`config.mk`:
```
export PLATFORM = sky130hd
export DESIGN_NAME = uws_top
export DESIGN_NICKNAME = d
export VERILOG_FILES = /design/src/inc/uws_pkg.sv /design/src/rtl/uws_top.sv
export VERILOG_INCLUDE_DIRS = /design/src /design/src/inc
export SDC_FILE = /design/constraint.sdc
export NUM_CORES = 1
export LEC_CHECK = 0
export ABC_AREA = 1
export BUFFER_PORTS_ARGS = -buffer_cell sky130_fd_sc_hd__buf_2
export CAP_MARGIN = 20
export CORE_UTILIZATION = 40
export DETAILED_ROUTE_END_ITERATION = 10
export SYNTH_ARGS = -nofsm -noshare
export SYNTH_HDL_FRONTEND = slang
export SYNTH_SLANG_ARGS = --single-unit
```
`constraint.sdc`:
```
create_clock -name sys_clk_i -period 24.9 [get_ports sys_clk_i]
set_clock_uncertainty 0.05 [all_clocks]
set_input_delay 7.47 -clock sys_clk_i [delete_from_list [all_inputs] [get_ports sys_clk_i]]
set_output_delay 7.47 -clock sys_clk_i [all_outputs]
set_load 0.01 [all_outputs]
```
`src/inc/uws_defs.svh`:
```
`ifndef UWS_DEFS_SVH
`define UWS_DEFS_SVH

// Register byte offsets
`define UWS_ADDR_DATA 12'h000
`define UWS_ADDR_RSR 12'h004
`define UWS_ADDR_FLAG 12'h018
`define UWS_ADDR_ILPR 12'h020
`define UWS_ADDR_IBRD 12'h024
`define UWS_ADDR_FBRD 12'h028
`define UWS_ADDR_LCRH 12'h02c
`define UWS_ADDR_CTL 12'h030
`define UWS_ADDR_IFLS 12'h034
`define UWS_ADDR_STAT 12'h044

// Reset values
`define UWS_CTL_RST 10'h300
`define UWS_IFLS_RST 6'h12

// Control register bit positions
`define UWS_CTL_EN 0
`define UWS_CTL_SIR 1
`define UWS_CTL_SIRLP 2
`define UWS_CTL_TXE 8
`define UWS_CTL_RXE 9

// Receive status bit positions
`define UWS_RSR_FE 0
`define UWS_RSR_PE 1
`define UWS_RSR_BE 2
`define UWS_RSR_OE 3

// FIFO geometry
`define UWS_FIFO_DEPTH 5'h10
`define UWS_ENTRY_W 12

// Oversampling and timing counts
`define UWS_OS_LAST 4'hf
`define UWS_OS_MID 4'h7
`define UWS_FRAC_ONE 23'h000040
`define UWS_SIR_PULSE 4'h3
`define UWS_LP_PULSE 2'h3
`define UWS_IR_HOLD 5'h10
`define UWS_RTO_TICKS 10'h200

`endif

```
`src/inc/uws_pkg.sv`:
```
package uws_pkg;

	typedef struct packed {
		logic sps;
		logic [1:0] wlen;
		logic fifo_enable;
		logic stp2;
		logic eps;
		logic pen;
		logic brk;
	} uws_lcr_t;

	typedef struct packed {
		logic overrun;
		logic brk_err;
		logic par_err;
		logic frm_err;
		logic [7:0] data;
	} uws_rx_entry_t;

	typedef enum logic [2:0] {
		UWS_IDLE,
		UWS_START,
		UWS_DATA,
		UWS_PAR,
		UWS_STOP
	} uws_state_t;

endpackage : uws_pkg

```
`src/rtl/uws_top.sv`:
```
`timescale 1ns/10ps
`include "uws_defs.svh"

module uws_top (
	input wire logic sys_clk_i,
	input wire logic rst_i,
	input wire logic [11:0] addr_i,
	input wire logic [31:0] wdata_i,
	input wire logic wr_i,
	input wire logic rd_i,
	input wire logic serial_in_pin_i,
	output logic [31:0] rdata_o,
	output logic serial_out_pin_o
);

	// Software-visible registers
	logic [9:0] control_reg;
	logic [15:0] int_divisor_reg;
	logic [5:0] frac_divisor_reg;
	logic [7:0] line_control_reg;
	logic [7:0] lowpower_div_reg;
	logic [5:0] fifo_level_select_reg;
	logic [3:0] receive_error_reg;
	// Active copy of divisors and line control
	logic [15:0] div_int_act_reg;
	logic [5:0] div_frac_act_reg;
	uws_pkg::uws_lcr_t lcr;

	logic port_enable;
	logic wr_data, rd_data, wr_lcrh;
	assign port_enable = control_reg[`UWS_CTL_EN];
	assign wr_data = wr_i && (addr_i == `UWS_ADDR_DATA);
	assign rd_data = rd_i && (addr_i == `UWS_ADDR_DATA);
	assign wr_lcrh = wr_i && (addr_i == `UWS_ADDR_LCRH);

	always_ff @(posedge sys_clk_i or posedge rst_i) begin
		if (rst_i) begin
			control_reg <= `UWS_CTL_RST;
			int_divisor_reg <= 16'h0000;
			frac_divisor_reg <= 6'h00;
			line_control_reg <= 8'h00;
			lowpower_div_reg <= 8'h00;
			fifo_level_select_reg <= `UWS_IFLS_RST;
		end else if (wr_i) begin
			unique case (addr_i)
				`UWS_ADDR_CTL: control_reg <= wdata_i[9:0];
				`UWS_ADDR_IBRD: int_divisor_reg <= wdata_i[15:0];
				`UWS_ADDR_FBRD: frac_divisor_reg <= wdata_i[5:0];
				`UWS_ADDR_LCRH: line_control_reg <= wdata_i[7:0];
				`UWS_ADDR_ILPR: lowpower_div_reg <= wdata_i[7:0];
				`UWS_ADDR_IFLS: fifo_level_select_reg <= wdata_i[5:0];
				default: ;
			endcase
		end
	end

	// The 30-bit active set only changes on a line control write
	always_ff @(posedge sys_clk_i or posedge rst_i) begin
		if (rst_i) begin
			div_int_act_reg <= 16'h0000;
			div_frac_act_reg <= 6'h00;
			lcr <= '0;
		end else if (wr_lcrh) begin
			div_int_act_reg <= int_divisor_reg;
			div_frac_act_reg <= frac_divisor_reg;
			lcr <= uws_pkg::uws_lcr_t'(wdata_i[7:0]);
		end
	end

	// Fractional divider: average period of div64/64 clocks per tick
	logic [22:0] frac_acc_reg, frac_sum;
	logic [21:0] div64;
	logic os_tick_reg;
	assign div64 = {div_int_act_reg, div_frac_act_reg};
	assign frac_sum = frac_acc_reg + `UWS_FRAC_ONE;

	always_ff @(posedge sys_clk_i or posedge rst_i) begin
		if (rst_i) begin
			frac_acc_reg <= 23'h000000;
			os_tick_reg <= 1'b0;
		end else if ({1'b0, div64} < `UWS_FRAC_ONE) begin
			frac_acc_reg <= 23'h000000;
			os_tick_reg <= (div64 != 22'h000000);
		end else if (frac_sum >= {1'b0, div64}) begin
			frac_acc_reg <= frac_sum - {1'b0, div64};
			os_tick_reg <= 1'b1;
		end else begin
			frac_acc_reg <= frac_sum;
			os_tick_reg <= 1'b0;
		end
	end

	// Low-power infrared tick divider
	logic [7:0] lp_cnt_reg;
	logic lp_tick_reg;

	always_ff @(posedge sys_clk_i or posedge rst_i) begin
		if (rst_i) begin
			lp_cnt_reg <= 8'h00;
			lp_tick_reg <= 1'b0;
		end else if (lp_cnt_reg == lowpower_div_reg - 8'h01) begin
			lp_cnt_reg <= 8'h00;
			lp_tick_reg <= 1'b1;
		end else begin
			lp_cnt_reg <= lp_cnt_reg + 8'h01;
			lp_tick_reg <= 1'b0;
		end
	end

	// FIFOs: index 0 transmit, index 1 receive
	logic [1:0] f_push, f_pop;
	logic [`UWS_ENTRY_W-1:0] f_din [2];
	logic [`UWS_ENTRY_W-1:0] f_dout [2];
	logic [4:0] f_cnt [2];
	logic [1:0] f_full, f_empty;
	logic [4:0] f_depth;
	assign f_depth = lcr.fifo_enable ? `UWS_FIFO_DEPTH : 5'h01;

	for (genvar g = 0; g < 2; g++) begin : g_fifo
		logic [`UWS_ENTRY_W-1:0] mem [16];
		logic [3:0] wp_reg, rp_reg;
		logic [4:0] cnt_reg;
		logic do_push, do_pop;
		assign f_full[g] = (cnt_reg >= f_depth);
		assign f_empty[g] = (cnt_reg == 5'h00);
		assign do_push = f_push[g] && !f_full[g];
		assign do_pop = f_pop[g] && !f_empty[g];
		assign f_dout[g] = mem[rp_reg];
		assign f_cnt[g] = cnt_reg;

		always_ff @(posedge sys_clk_i) begin
			if (do_push) begin
				mem[wp_reg] <= f_din[g];
			end
		end

		always_ff @(posedge sys_clk_i or posedge rst_i) begin
			if (rst_i) begin
				wp_reg <= 4'h0;
				rp_reg <= 4'h0;
				cnt_reg <= 5'h00;
			end else begin
				if (do_push) begin
					wp_reg <= wp_reg + 4'h1;
				end
				if (do_pop) begin
					rp_reg <= rp_reg + 4'h1;
				end
				cnt_reg <= cnt_reg + {4'h0, do_push} - {4'h0, do_pop};
			end
		end
	end

	// Trigger level in entries for a 16-deep FIFO
	function automatic logic [4:0] level_of(input logic [2:0] sel);
		unique case (sel)
			3'h0: level_of = 5'h02;
			3'h1: level_of = 5'h04;
			3'h2: level_of = 5'h08;
			3'h3: level_of = 5'h0c;
			default: level_of = 5'h0e;
		endcase
	endfunction : level_of

	logic tx_level_hit, rx_level_hit;
	assign tx_level_hit = f_cnt[0] <= level_of(fifo_level_select_reg[2:0]);
	assign rx_level_hit = f_cnt[1] >= level_of(fifo_level_select_reg[5:3]);

	// Transmitter
	uws_pkg::uws_state_t tx_state_reg;
	logic [3:0] tx_os_reg;
	logic [2:0] tx_idx_reg;
	logic [7:0] tx_shift_reg;
	logic tx_stop2_reg, tx_newbit_reg, tx_bit;
	logic [2:0] data_last;
	logic tx_go;
	assign data_last = {1'b1, lcr.wlen}; // 4..7 means 5..8 bits
	assign tx_go = port_enable && control_reg[`UWS_CTL_TXE] && !f_empty[0];
	assign f_push[0] = wr_data;
	assign f_din[0] = {4'h0, wdata_i[7:0]};
	assign f_pop[0] = os_tick_reg && tx_state_reg == uws_pkg::UWS_IDLE && tx_go;

	function automatic logic par_of(input logic [7:0] d, input uws_pkg::uws_lcr_t c);
		if (c.sps) begin
			par_of = !c.eps;
		end else begin
			par_of = c.eps ? ^d : ~^d;
		end
	endfunction : par_of

	always_comb begin
		unique case (tx_state_reg)
			uws_pkg::UWS_START: tx_bit = 1'b0;
			uws_pkg::UWS_DATA: tx_bit = tx_shift_reg[tx_idx_reg];
			uws_pkg::UWS_PAR: tx_bit = par_of(tx_shift_reg, lcr);
			default: tx_bit = 1'b1;
		endcase
	end

	// A new character starts only while enabled; one in flight always completes
	always_ff @(posedge sys_clk_i or posedge rst_i) begin
		if (rst_i) begin
			tx_state_reg <= uws_pkg::UWS_IDLE;
			tx_os_reg <= 4'h0;
			tx_idx_reg <= 3'h0;
			tx_shift_reg <= 8'h00;
			tx_stop2_reg <= 1'b0;
			tx_newbit_reg <= 1'b0;
		end else begin
			tx_newbit_reg <= 1'b0;
			if (os_tick_reg) begin
				tx_os_reg <= tx_os_reg + 4'h1;
				unique case (tx_state_reg)
					uws_pkg::UWS_IDLE: begin
						tx_os_reg <= 4'h0;
						if (tx_go) begin
							tx_shift_reg <= f_dout[0][7:0] & (8'hff >> (3'h3 - {1'b0, lcr.wlen}));
							tx_state_reg <= uws_pkg::UWS_START;
							tx_newbit_reg <= 1'b1;
						end
					end
					uws_pkg::UWS_START: begin
						if (tx_os_reg == `UWS_OS_LAST) begin
							tx_state_reg <= uws_pkg::UWS_DATA;
							tx_idx_reg <= 3'h0;
							tx_newbit_reg <= 1'b1;
						end
					end
					uws_pkg::UWS_DATA: begin
						if (tx_os_reg == `UWS_OS_LAST) begin
							tx_newbit_reg <= 1'b1;
							tx_idx_reg <= tx_idx_reg + 3'h1;
							if (tx_idx_reg == data_last) begin
								tx_state_reg <= lcr.pen ? uws_pkg::UWS_PAR : uws_pkg::UWS_STOP;
								tx_stop2_reg <= lcr.stp2;
							end
						end
					end
					uws_pkg::UWS_PAR: begin
						if (tx_os_reg == `UWS_OS_LAST) begin
							tx_state_reg <= uws_pkg::UWS_STOP;
							tx_newbit_reg <= 1'b1;
						end
					end
					uws_pkg::UWS_STOP: begin
						if (tx_os_reg == `UWS_OS_LAST) begin
							tx_stop2_reg <= 1'b0;
							tx_newbit_reg <= tx_stop2_reg;
							if (!tx_stop2_reg) begin
								tx_state_reg <= uws_pkg::UWS_IDLE;
							end
						end
					end
					default: tx_state_reg <= uws_pkg::UWS_IDLE;
				endcase
			end
		end
	end

	// Line encoding: plain, normal infrared, low-power infrared
	logic [1:0] lp_left_reg;
	logic line_bit;
	assign line_bit = tx_bit && !lcr.brk;

	always_ff @(posedge sys_clk_i or posedge rst_i) begin
		if (rst_i) begin
			lp_left_reg <= 2'h0;
		end else if (tx_newbit_reg && !line_bit) begin
			lp_left_reg <= `UWS_LP_PULSE;
		end else if (lp_tick_reg && lp_left_reg != 2'h0) begin
			lp_left_reg <= lp_left_reg - 2'h1;
		end
	end

	always_ff @(posedge sys_clk_i or posedge rst_i) begin
		if (rst_i) begin
			serial_out_pin_o <= 1'b1;
		end else if (!control_reg[`UWS_CTL_SIR]) begin
			serial_out_pin_o <= line_bit;
		end else if (control_reg[`UWS_CTL_SIRLP]) begin
			serial_out_pin_o <= (lp_left_reg != 2'h0);
		end else begin
			serial_out_pin_o <= !line_bit && (tx_os_reg < `UWS_SIR_PULSE);
		end
	end

	// Receiver input: two-stage synchroniser, then optional infrared decode
	logic rx_s1_reg, rx_s2_reg, rx_in;
	logic [4:0] ir_hold_reg;

	always_ff @(posedge sys_clk_i or posedge rst_i) begin
		if (rst_i) begin
			rx_s1_reg <= 1'b1;
			rx_s2_reg <= 1'b1;
		end else begin
			rx_s1_reg <= serial_in_pin_i;
			rx_s2_reg <= rx_s1_reg;
		end
	end

	// An infrared low pulse marks a zero bit for one bit period
	always_ff @(posedge sys_clk_i or posedge rst_i) begin
		if (rst_i) begin
			ir_hold_reg <= 5'h00;
		end else if (!rx_s2_reg) begin
			ir_hold_reg <= `UWS_IR_HOLD;
		end else if (os_tick_reg && ir_hold_reg != 5'h00) begin
			ir_hold_reg <= ir_hold_reg - 5'h01;
		end
	end

	assign rx_in = control_reg[`UWS_CTL_SIR] ? (rx_s2_reg && ir_hold_reg == 5'h00) : rx_s2_reg;

	uws_pkg::uws_state_t rx_state_reg;
	logic [3:0] rx_os_reg;
	logic [2:0] rx_idx_reg;
	logic [7:0] rx_shift_reg;
	logic rx_seen_high_reg, rx_any1_reg, rx_perr_reg, rx_push, ovr_pend_reg;
	uws_pkg::uws_rx_entry_t rx_entry;
	assign rx_push = os_tick_reg && rx_state_reg == uws_pkg::UWS_STOP && rx_os_reg == `UWS_OS_LAST;
	assign rx_entry.data = rx_shift_reg;
	assign rx_entry.frm_err = !rx_in;
	assign rx_entry.par_err = rx_perr_reg;
	assign rx_entry.brk_err = !rx_in && !rx_any1_reg;
	assign rx_entry.overrun = ovr_pend_reg;
	assign f_push[1] = rx_push;
	assign f_din[1] = rx_entry;
	assign f_pop[1] = rd_data;

	always_ff @(posedge sys_clk_i or posedge rst_i) begin
		if (rst_i) begin
			rx_state_reg <= uws_pkg::UWS_IDLE;
			rx_os_reg <= 4'h0;
			rx_idx_reg <= 3'h0;
			rx_shift_reg <= 8'h00;
			rx_seen_high_reg <= 1'b0;
			rx_any1_reg <= 1'b0;
			rx_perr_reg <= 1'b0;
		end else if (os_tick_reg) begin
			rx_os_reg <= rx_os_reg + 4'h1;
			unique case (rx_state_reg)
				uws_pkg::UWS_IDLE: begin
					rx_os_reg <= 4'h0;
					rx_seen_high_reg <= rx_in;
					if (rx_seen_high_reg && !rx_in && port_enable && control_reg[`UWS_CTL_RXE]) begin
						rx_state_reg <= uws_pkg::UWS_START;
						rx_shift_reg <= 8'h00;
						rx_any1_reg <= 1'b0;
						rx_perr_reg <= 1'b0;
					end
				end
				uws_pkg::UWS_START: begin
					if (rx_os_reg == `UWS_OS_MID) begin
						rx_os_reg <= 4'h0;
						rx_idx_reg <= 3'h0;
						rx_state_reg <= rx_in ? uws_pkg::UWS_IDLE : uws_pkg::UWS_DATA;
					end
				end
				uws_pkg::UWS_DATA: begin
					if (rx_os_reg == `UWS_OS_LAST) begin
						rx_shift_reg[rx_idx_reg] <= rx_in;
						rx_any1_reg <= rx_any1_reg || rx_in;
						rx_idx_reg <= rx_idx_reg + 3'h1;
						if (rx_idx_reg == data_last) begin
							rx_state_reg <= lcr.pen ? uws_pkg::UWS_PAR : uws_pkg::UWS_STOP;
						end
					end
				end
				uws_pkg::UWS_PAR: begin
					if (rx_os_reg == `UWS_OS_LAST) begin
						rx_perr_reg <= rx_in != par_of(rx_shift_reg, lcr);
						rx_any1_reg <= rx_any1_reg || rx_in;
						rx_state_reg <= uws_pkg::UWS_STOP;
					end
				end
				uws_pkg::UWS_STOP: begin
					if (rx_os_reg == `UWS_OS_LAST) begin
						rx_seen_high_reg <= rx_in;
						rx_state_reg <= uws_pkg::UWS_IDLE;
					end
				end
				default: rx_state_reg <= uws_pkg::UWS_IDLE;
			endcase
		end
	end

	// Error status: hardware set wins over a software clear in the same cycle
	logic [3:0] err_set;
	logic rsr_clear;
	assign rsr_clear = wr_i && (addr_i == `UWS_ADDR_RSR);
	assign err_set = rx_push ? {f_full[1], rx_entry.brk_err, rx_entry.par_err,
		rx_entry.frm_err} : 4'h0;

	always_ff @(posedge sys_clk_i or posedge rst_i) begin
		if (rst_i) begin
			receive_error_reg <= 4'h0;
		end else begin
			receive_error_reg <= (rsr_clear ? 4'h0 : receive_error_reg) | err_set;
		end
	end

	// Overrun marks the next stored character as well
	always_ff @(posedge sys_clk_i or posedge rst_i) begin
		if (rst_i) begin
			ovr_pend_reg <= 1'b0;
		end else if (rx_push) begin
			ovr_pend_reg <= f_full[1];
		end
	end

	// Receive timeout, counted in oversample ticks while the receiver idles
	logic [9:0] rto_cnt_reg;
	logic rx_timeout_reg;

	always_ff @(posedge sys_clk_i or posedge rst_i) begin
		if (rst_i) begin
			rto_cnt_reg <= 10'h000;
			rx_timeout_reg <= 1'b0;
		end else begin
			if (f_empty[1] || rx_push || f_pop[1] || rx_state_reg != uws_pkg::UWS_IDLE) begin
				rto_cnt_reg <= 10'h000;
			end else if (os_tick_reg && rto_cnt_reg != `UWS_RTO_TICKS) begin
				rto_cnt_reg <= rto_cnt_reg + 10'h001;
			end
			if (f_empty[1]) begin
				rx_timeout_reg <= 1'b0;
			end else if (rto_cnt_reg == `UWS_RTO_TICKS) begin
				rx_timeout_reg <= 1'b1;
			end
		end
	end

	// Register read port, data valid the cycle after the strobe
	logic tx_busy;
	logic [31:0] rd_mux;
	assign tx_busy = !f_empty[0] || tx_state_reg != uws_pkg::UWS_IDLE;

	always_comb begin
		rd_mux = 32'h00000000;
		unique case (addr_i)
			`UWS_ADDR_DATA: rd_mux = {20'h00000, f_dout[1]};
			`UWS_ADDR_RSR: rd_mux = {28'h0000000, receive_error_reg};
			`UWS_ADDR_FLAG: rd_mux = {24'h000000, f_empty[0], f_full[1], f_full[0],
				f_empty[1], tx_busy, 3'h0};
			`UWS_ADDR_ILPR: rd_mux = {24'h000000, lowpower_div_reg};
			`UWS_ADDR_IBRD: rd_mux = {16'h0000, int_divisor_reg};
			`UWS_ADDR_FBRD: rd_mux = {26'h0000000, frac_divisor_reg};
			`UWS_ADDR_LCRH: rd_mux = {24'h000000, line_control_reg};
			`UWS_ADDR_CTL: rd_mux = {22'h000000, control_reg};
			`UWS_ADDR_IFLS: rd_mux = {26'h0000000, fifo_level_select_reg};
			`UWS_ADDR_STAT: rd_mux = {29'h00000000, rx_level_hit, tx_level_hit,
				rx_timeout_reg};
			default: rd_mux = 32'h00000000;
		endcase
	end

	always_ff @(posedge sys_clk_i or posedge rst_i) begin
		if (rst_i) begin
			rdata_o <= 32'h00000000;
		end else if (rd_i) begin
			rdata_o <= rd_mux;
		end else begin
			rdata_o <= 32'h00000000;
		end
	end

endmodule : uws_top

```
# --- Yosys cells after proc, flatten, opt, wreduce, memory -nomap -nowiden ---
# Memories as Yosys holds them, arrays and structs flattened.
# Index checks and enable logic that the tools add are counted.
op_classes:
  bitwise_logic: 2
  n_addsub: 20
  shifts: 1
  magnitude_cmp: 10
  eq_ne: 47
  n_mux: 86
  reduce_logical: 85
ops:
  columns: ["cell", "count"]
  rows:
  - ["$pmux 16 s10", 1]
  - ["$eq 12x6->1 const B", 6]
  - ["$mux 3", 18]
  - ["$mux 23", 2]
  - ["$mux 1", 32]
  - ["$mux 32", 1]
  - ["$pmux 4 s4", 2]
  - ["$pmux 3 s5", 2]
  - ["$logic_and 1x1->1", 26]
  - ["$add 4x1->4 const B", 6]
  - ["$eq 3x2->1 const B", 8]
  - ["$mux 8", 3]
  - ["$ne 2x2->1 const B", 12]
  - ["$add 23x7->23 const B", 1]
  - ["$ge 23x22->1", 1]
  - ["$sub 23x22->23", 1]
  - ["$lt 22x7->1 const B", 1]
  - ["$reduce_bool 2->1", 11]
  - ["$reduce_bool 22->1", 1]
  - ["$mux 10", 2]
  - ["$reduce_and 4->1", 5]
  - ["$mux 4", 4]
  - ["$pmux 8 s2", 1]
  - ["$reduce_xnor 8->1", 2]
  - ["other kinds (54)", 102]
totals:
  mem_count: 2
  ramBits: 320
  out_inout_bits: 33
  ff_bits: 242
  wordCells: 301
memory_table:
  columns: ["memory", "words", "word_bits", "read_ports", "rd_ports_with_merged_regs", "write_ports", "line", "text"]
  rows:
  - ["g_fifo[1].mem", 16, 12, 1, 0, 1, "uws_top.sv:120", "logic [`UWS_ENTRY_W-1:0] mem [16];"]
  - ["g_fifo[0].mem", 16, 8, 1, 0, 1, "uws_top.sv:120", null]

# --- Longest topological paths before layout ---
logic_depth:
  word_depth: 9
  ltp_mapped: 23
  ltp_nobuf: 21

# --- Least setup slack after synthesis ---
# No wires, ideal clock.
synth_timing:
  path_type: "input port to flip-flop"
  startpoint: "in addr_i[1]"
  endpoint: "reg g_fifo[0].cnt_reg[4]"
  slack_ns: 15.244
  required_ns: 24.722
  stages: 14
  setup_ns: 0.128
  t_arrival_ns: 9.478
  cell_sequence: "nor2_2 -> nand3_1 -> nor2_1 -> nand2_1 -> inv_2 -> nand3_1 -> ha_1 -> inv_1 -> ha_1 -> inv_1 -> fa_1 -> o21ai_0 -> a21oi_1 -> xor2_1"
synth_between:
  elab_chain_len: 5
synth_lines:
  columns: ["item", "line", "text"]
  rows:
  - ["start, declared", "uws_top.sv:7", "input wire logic [11:0] addr_i,"]
  - ["$logic_not 12->1", null, null]
  - ["$logic_and 1x1->1", "uws_top.sv:32", "assign wr_data = wr_i && (addr_i == `UWS_ADDR_DATA);"]
  - ["$logic_and 1x1->1", "uws_top.sv:126", "assign do_push = f_push[g] && !f_full[g];"]
  - ["$add 5x1->5", "uws_top.sv:149", "cnt_reg <= cnt_reg + {4'h0, do_push} - {4'h0, do_pop};"]
  - ["$sub 5x1->5", "uws_top.sv:149", null]
  - ["end signal, assigned", "uws_top.sv:149", null]
  - ["end, declared", "uws_top.sv:122", "logic [4:0] cnt_reg;"]
# No other way between the ends.
# A chain may end at the register's enable or synchronous reset.

# --- Worst setup path in the final report ---
# Ends and elaborated chain as after synthesis.

==> reports/metrics.json <==
{
  "sta": {
    "hold_viol": 0,
    "min_period_over_period_pct": 40.2,
    "min_period_ps": 10020,
    "slew_headroom_pct": 29.3,
    "number_of_pins_with_negative_max_slew_slack_in_the_final_report": 0,
    "post-route-worst-setup-slack_ps": 14880,
    "tightestPinTransition_ps": 1050,
    "finalHoldWorstSlack_ps": 314,
    "tns_ps": 0,
    "finalSetupViolCount": 0,
    "max_frequency_ghz": 0.0998,
    "rsz_0062_raised_after_global_routing": "no"
  },
  "yosys": {
    "count_leader_synth": "nand2_1",
    "post-synth-top-area-fraction_pct": 37.7,
    "cell_count_after_synthesis": 2519,
    "yosys_warnings": 0,
    "synth_sequential_area_ratio_pct": 59.1,
    "ys_ff_latch": 538,
    "synth.largest_area_cell": "edfxtp_1",
    "synth_edf_count": 320,
    "netlist_area_um2": 25500,
    "synth.top_cells.by_area": "edfxtp_1, dfrtp_1, nand2_1, o21ai_0, inv_1",
    "synth_async_sr_flop_share_pct": 40.5,
    "synth.distinct_cells": 56,
    "syn_avg_cell_area_um2": 10.1,
    "netlist_top_cells_count": "nand2_1, edfxtp_1, inv_1, o21ai_0, nor2_1",
    "postSynth.topFlopCell": "edfxtp_1"
  },
  "routing": {
    "detail_route.first_pass.iterations": 5,
    "ant_nets": 0,
    "detail_route.drc_violations": 0,
    "wl_um": 60500,
    "routed_via_density": 5.12,
    "detailedRoute.firstIterationViolations": 1393,
    "wl_per_cell_um": 17.5,
    "via_count": 17700
  },
  "cts": {
    "h-tree-depth": 2,
    "worst_skew_pair.late_latency_ps": 660,
    "clock_root_cell": "clkbuf_16",
    "post-cts-setup-buffer-count": 0,
    "worst_setup_hold_path_clk_slew_ps": 60,
    "clock_sinks": 538,
    "cts-buffers-inserted": 58,
    "cts_hold_repair.buffers": 0,
    "cts_max_path_buffers": 3,
    "tritoncts": "built",
    "cts_resized": 0
  },
  "hold_path": {
    "holdCritStartpoint": "rx_s1_reg",
    "hp-class": "reg -> reg"
  },
  "die": {
    "die_x_um": 255,
    "initial_utilization_pct": 40.4,
    "coreArea_um2": 63100,
    "die_area_um2": 64800,
    "boundaryPins": 82,
    "placementRows": 92,
    "dieHeight_um": 255
  },
  "outcome": {
    "status": "finished clean"
  },
  "power_and_ir_drop": {
    "power_density_over_the_cells_nw_per_um2": 65.6,
    "worst_ir_drop_vdd_mv": 0.0621,
    "leakage_power_nw": 11.6,
    "p_total_mw": 1.88
  },
  "worst_setup_path": {
    "rr_startpoint": "os_tick_reg",
    "path_class": "in -> reg",
    "cp-startpoint": "addr_i[1]",
    "worstSetupEndpointType": "flip-flop",
    "timing.critical_path.from_type": "input pin",
    "worstPathMaxFanout": 12,
    "crit_arrival_ps": 10480,
    "worst_ep_required_time_ps": 25370
  },
  "grt": {
    "antenna_found_initial": 1,
    "wire_length_of_the_first_global_routing_pass_um": 95600,
    "pin_count_of_the_biggest_net_entering_global_routing": 96,
    "total_global_routing_track_utilization_pct": 18.9,
    "grt_pass1_vias": 17400,
    "gr-total-overflow": 0
  },
  "placed_design": {
    "post-dp-hpwl_um": 40400,
    "routabilityCongestion": 0.914,
    "placement.io_buffers": 49,
    "place_worst_setup_slack_ps": 14240,
    "place_area_um2": 26600
  },
  "layout": {
    "multiInputGateArea_um2": 8920,
    "largest_register_ff_count": 320,
    "insertedDiodeCount": 0,
    "postLayoutCellArea_um2": 28600,
    "ratio_of_cells_with_drive_above_1_in_the_final_layout_pct": 9.33,
    "flow.area_growth_from_synthesis_pct": 12.2,
    "layout.nets": 2688,
    "n_fill_cell": 5968,
    "seq_area_um2": 15100
  },
  "flow_run": {
    "max_capacitance_violation_total": 0
  }
}
area by class of cell:
type	count	area share, %
sequential	538	52.7
multi-input combinational	1604	31.2
clock buffer	68	5.24
inverter	288	3.80
tap	846	3.70
timing repair buffer	77	1.76
clock inverter	41	1.65
path summary, 6_finish.rpt:
path                                             end  slack [ps]  depth (start not counted)
min in group asynchronous             ir_hold_reg[1]        6870                          2
max in group asynchronous        frac_divisor_reg[0]       16600                          3
worst min-delay path                       rx_s2_reg         310                          0
worst min register to register             rx_s2_reg         310                          0
worst max-delay path            g_fifo[0].cnt_reg[4]       14880                         15
worst max register to register  g_fifo[1].cnt_reg[4]       21000                         13
metal layers:
| metal | vias to the layer above | part of all wire, % | global-route usage, % |
|---|---|---|---|
| met5 | - | 0 | 0 |
| met4 | 0 | 2.3 | 5.58 |
| met3 | 93 | 4.6 | 2.59 |
| met2 | 413 | 47 | 30.8 |
| met1 | 8525 | 47 | 26.1 |
| li1 | 8696 | - | - |
critical path, cell delays in order:
cell and delay (ps):
buf_2 100, nor2_2 270, nand3_1 150, nor2_1 180, nand2_1 170, inv_2 230
nand3_1 380, ha_1 420, inv_1 60, ha_1 150, inv_1 50, fa_1 400
o21ai_0 180, a21oi_1 100, xor2_1 140
kinds of logic after synthesis:
| group | count (synthesis) | synth area share [%] |
|---|---|---|
| buffers and inverters | 392 | 6.24 |
| adder cells (fa/ha/maj) | 72 | 3.62 |
| AND/OR/NAND/NOR | 837 | 14.2 |
| multiplexers | 59 | 2.36 |
| XOR/XNOR | 80 | 2.78 |
| other | 1 | 0.0147 |
| AO/OA/AOI/OAI | 540 | 11.7 |
| flip-flops | 538 | 59.1 |
where the power goes:
part	internal, mW	switching (mW)
clock network	0.507	0.370
logic	0.0150	0.0341
registers	0.947	0.00449
total	1.47	0.409
cell usage in the layout (no fill, tap or decap), types with 10 or more instances in the layout:
master     instances
nand2_1          389
edfxtp_1         320
o21ai_0          277
inv_1            275
nor2_1           234
dfrtp_1          209
a21oi_1          123
nand3_1          102
ha_1              69
xor2_1            59
clkbuf_16         58
mux2i_1           49
buf_2             49
o211ai_1          48
o22ai_1           37
nor3_1            33
nand4_1           24
buf_4             24
xnor2_1           20
o221ai_1          16
conb_1            16
clkinv_2          14
nand2_2           13
inv_2             11
mux2_2            10
o21ai_1           10
a31oi_1           10
through the flow:
| stage | instances | utilization [%] |
|---|---|---|
| 4_1_cts | 3459 | 45.3 |
| 3_3_place_gp | 3346 | 42.1 |
| 6_report | 3462 | 45.4 |
| 2_1_floorplan | 2534 | - |
| 5_1_grt | 3462 | 45.4 |
| 3_5_place_dp | 3350 | 42.1 |
Power figures use the tool's default switching activity.
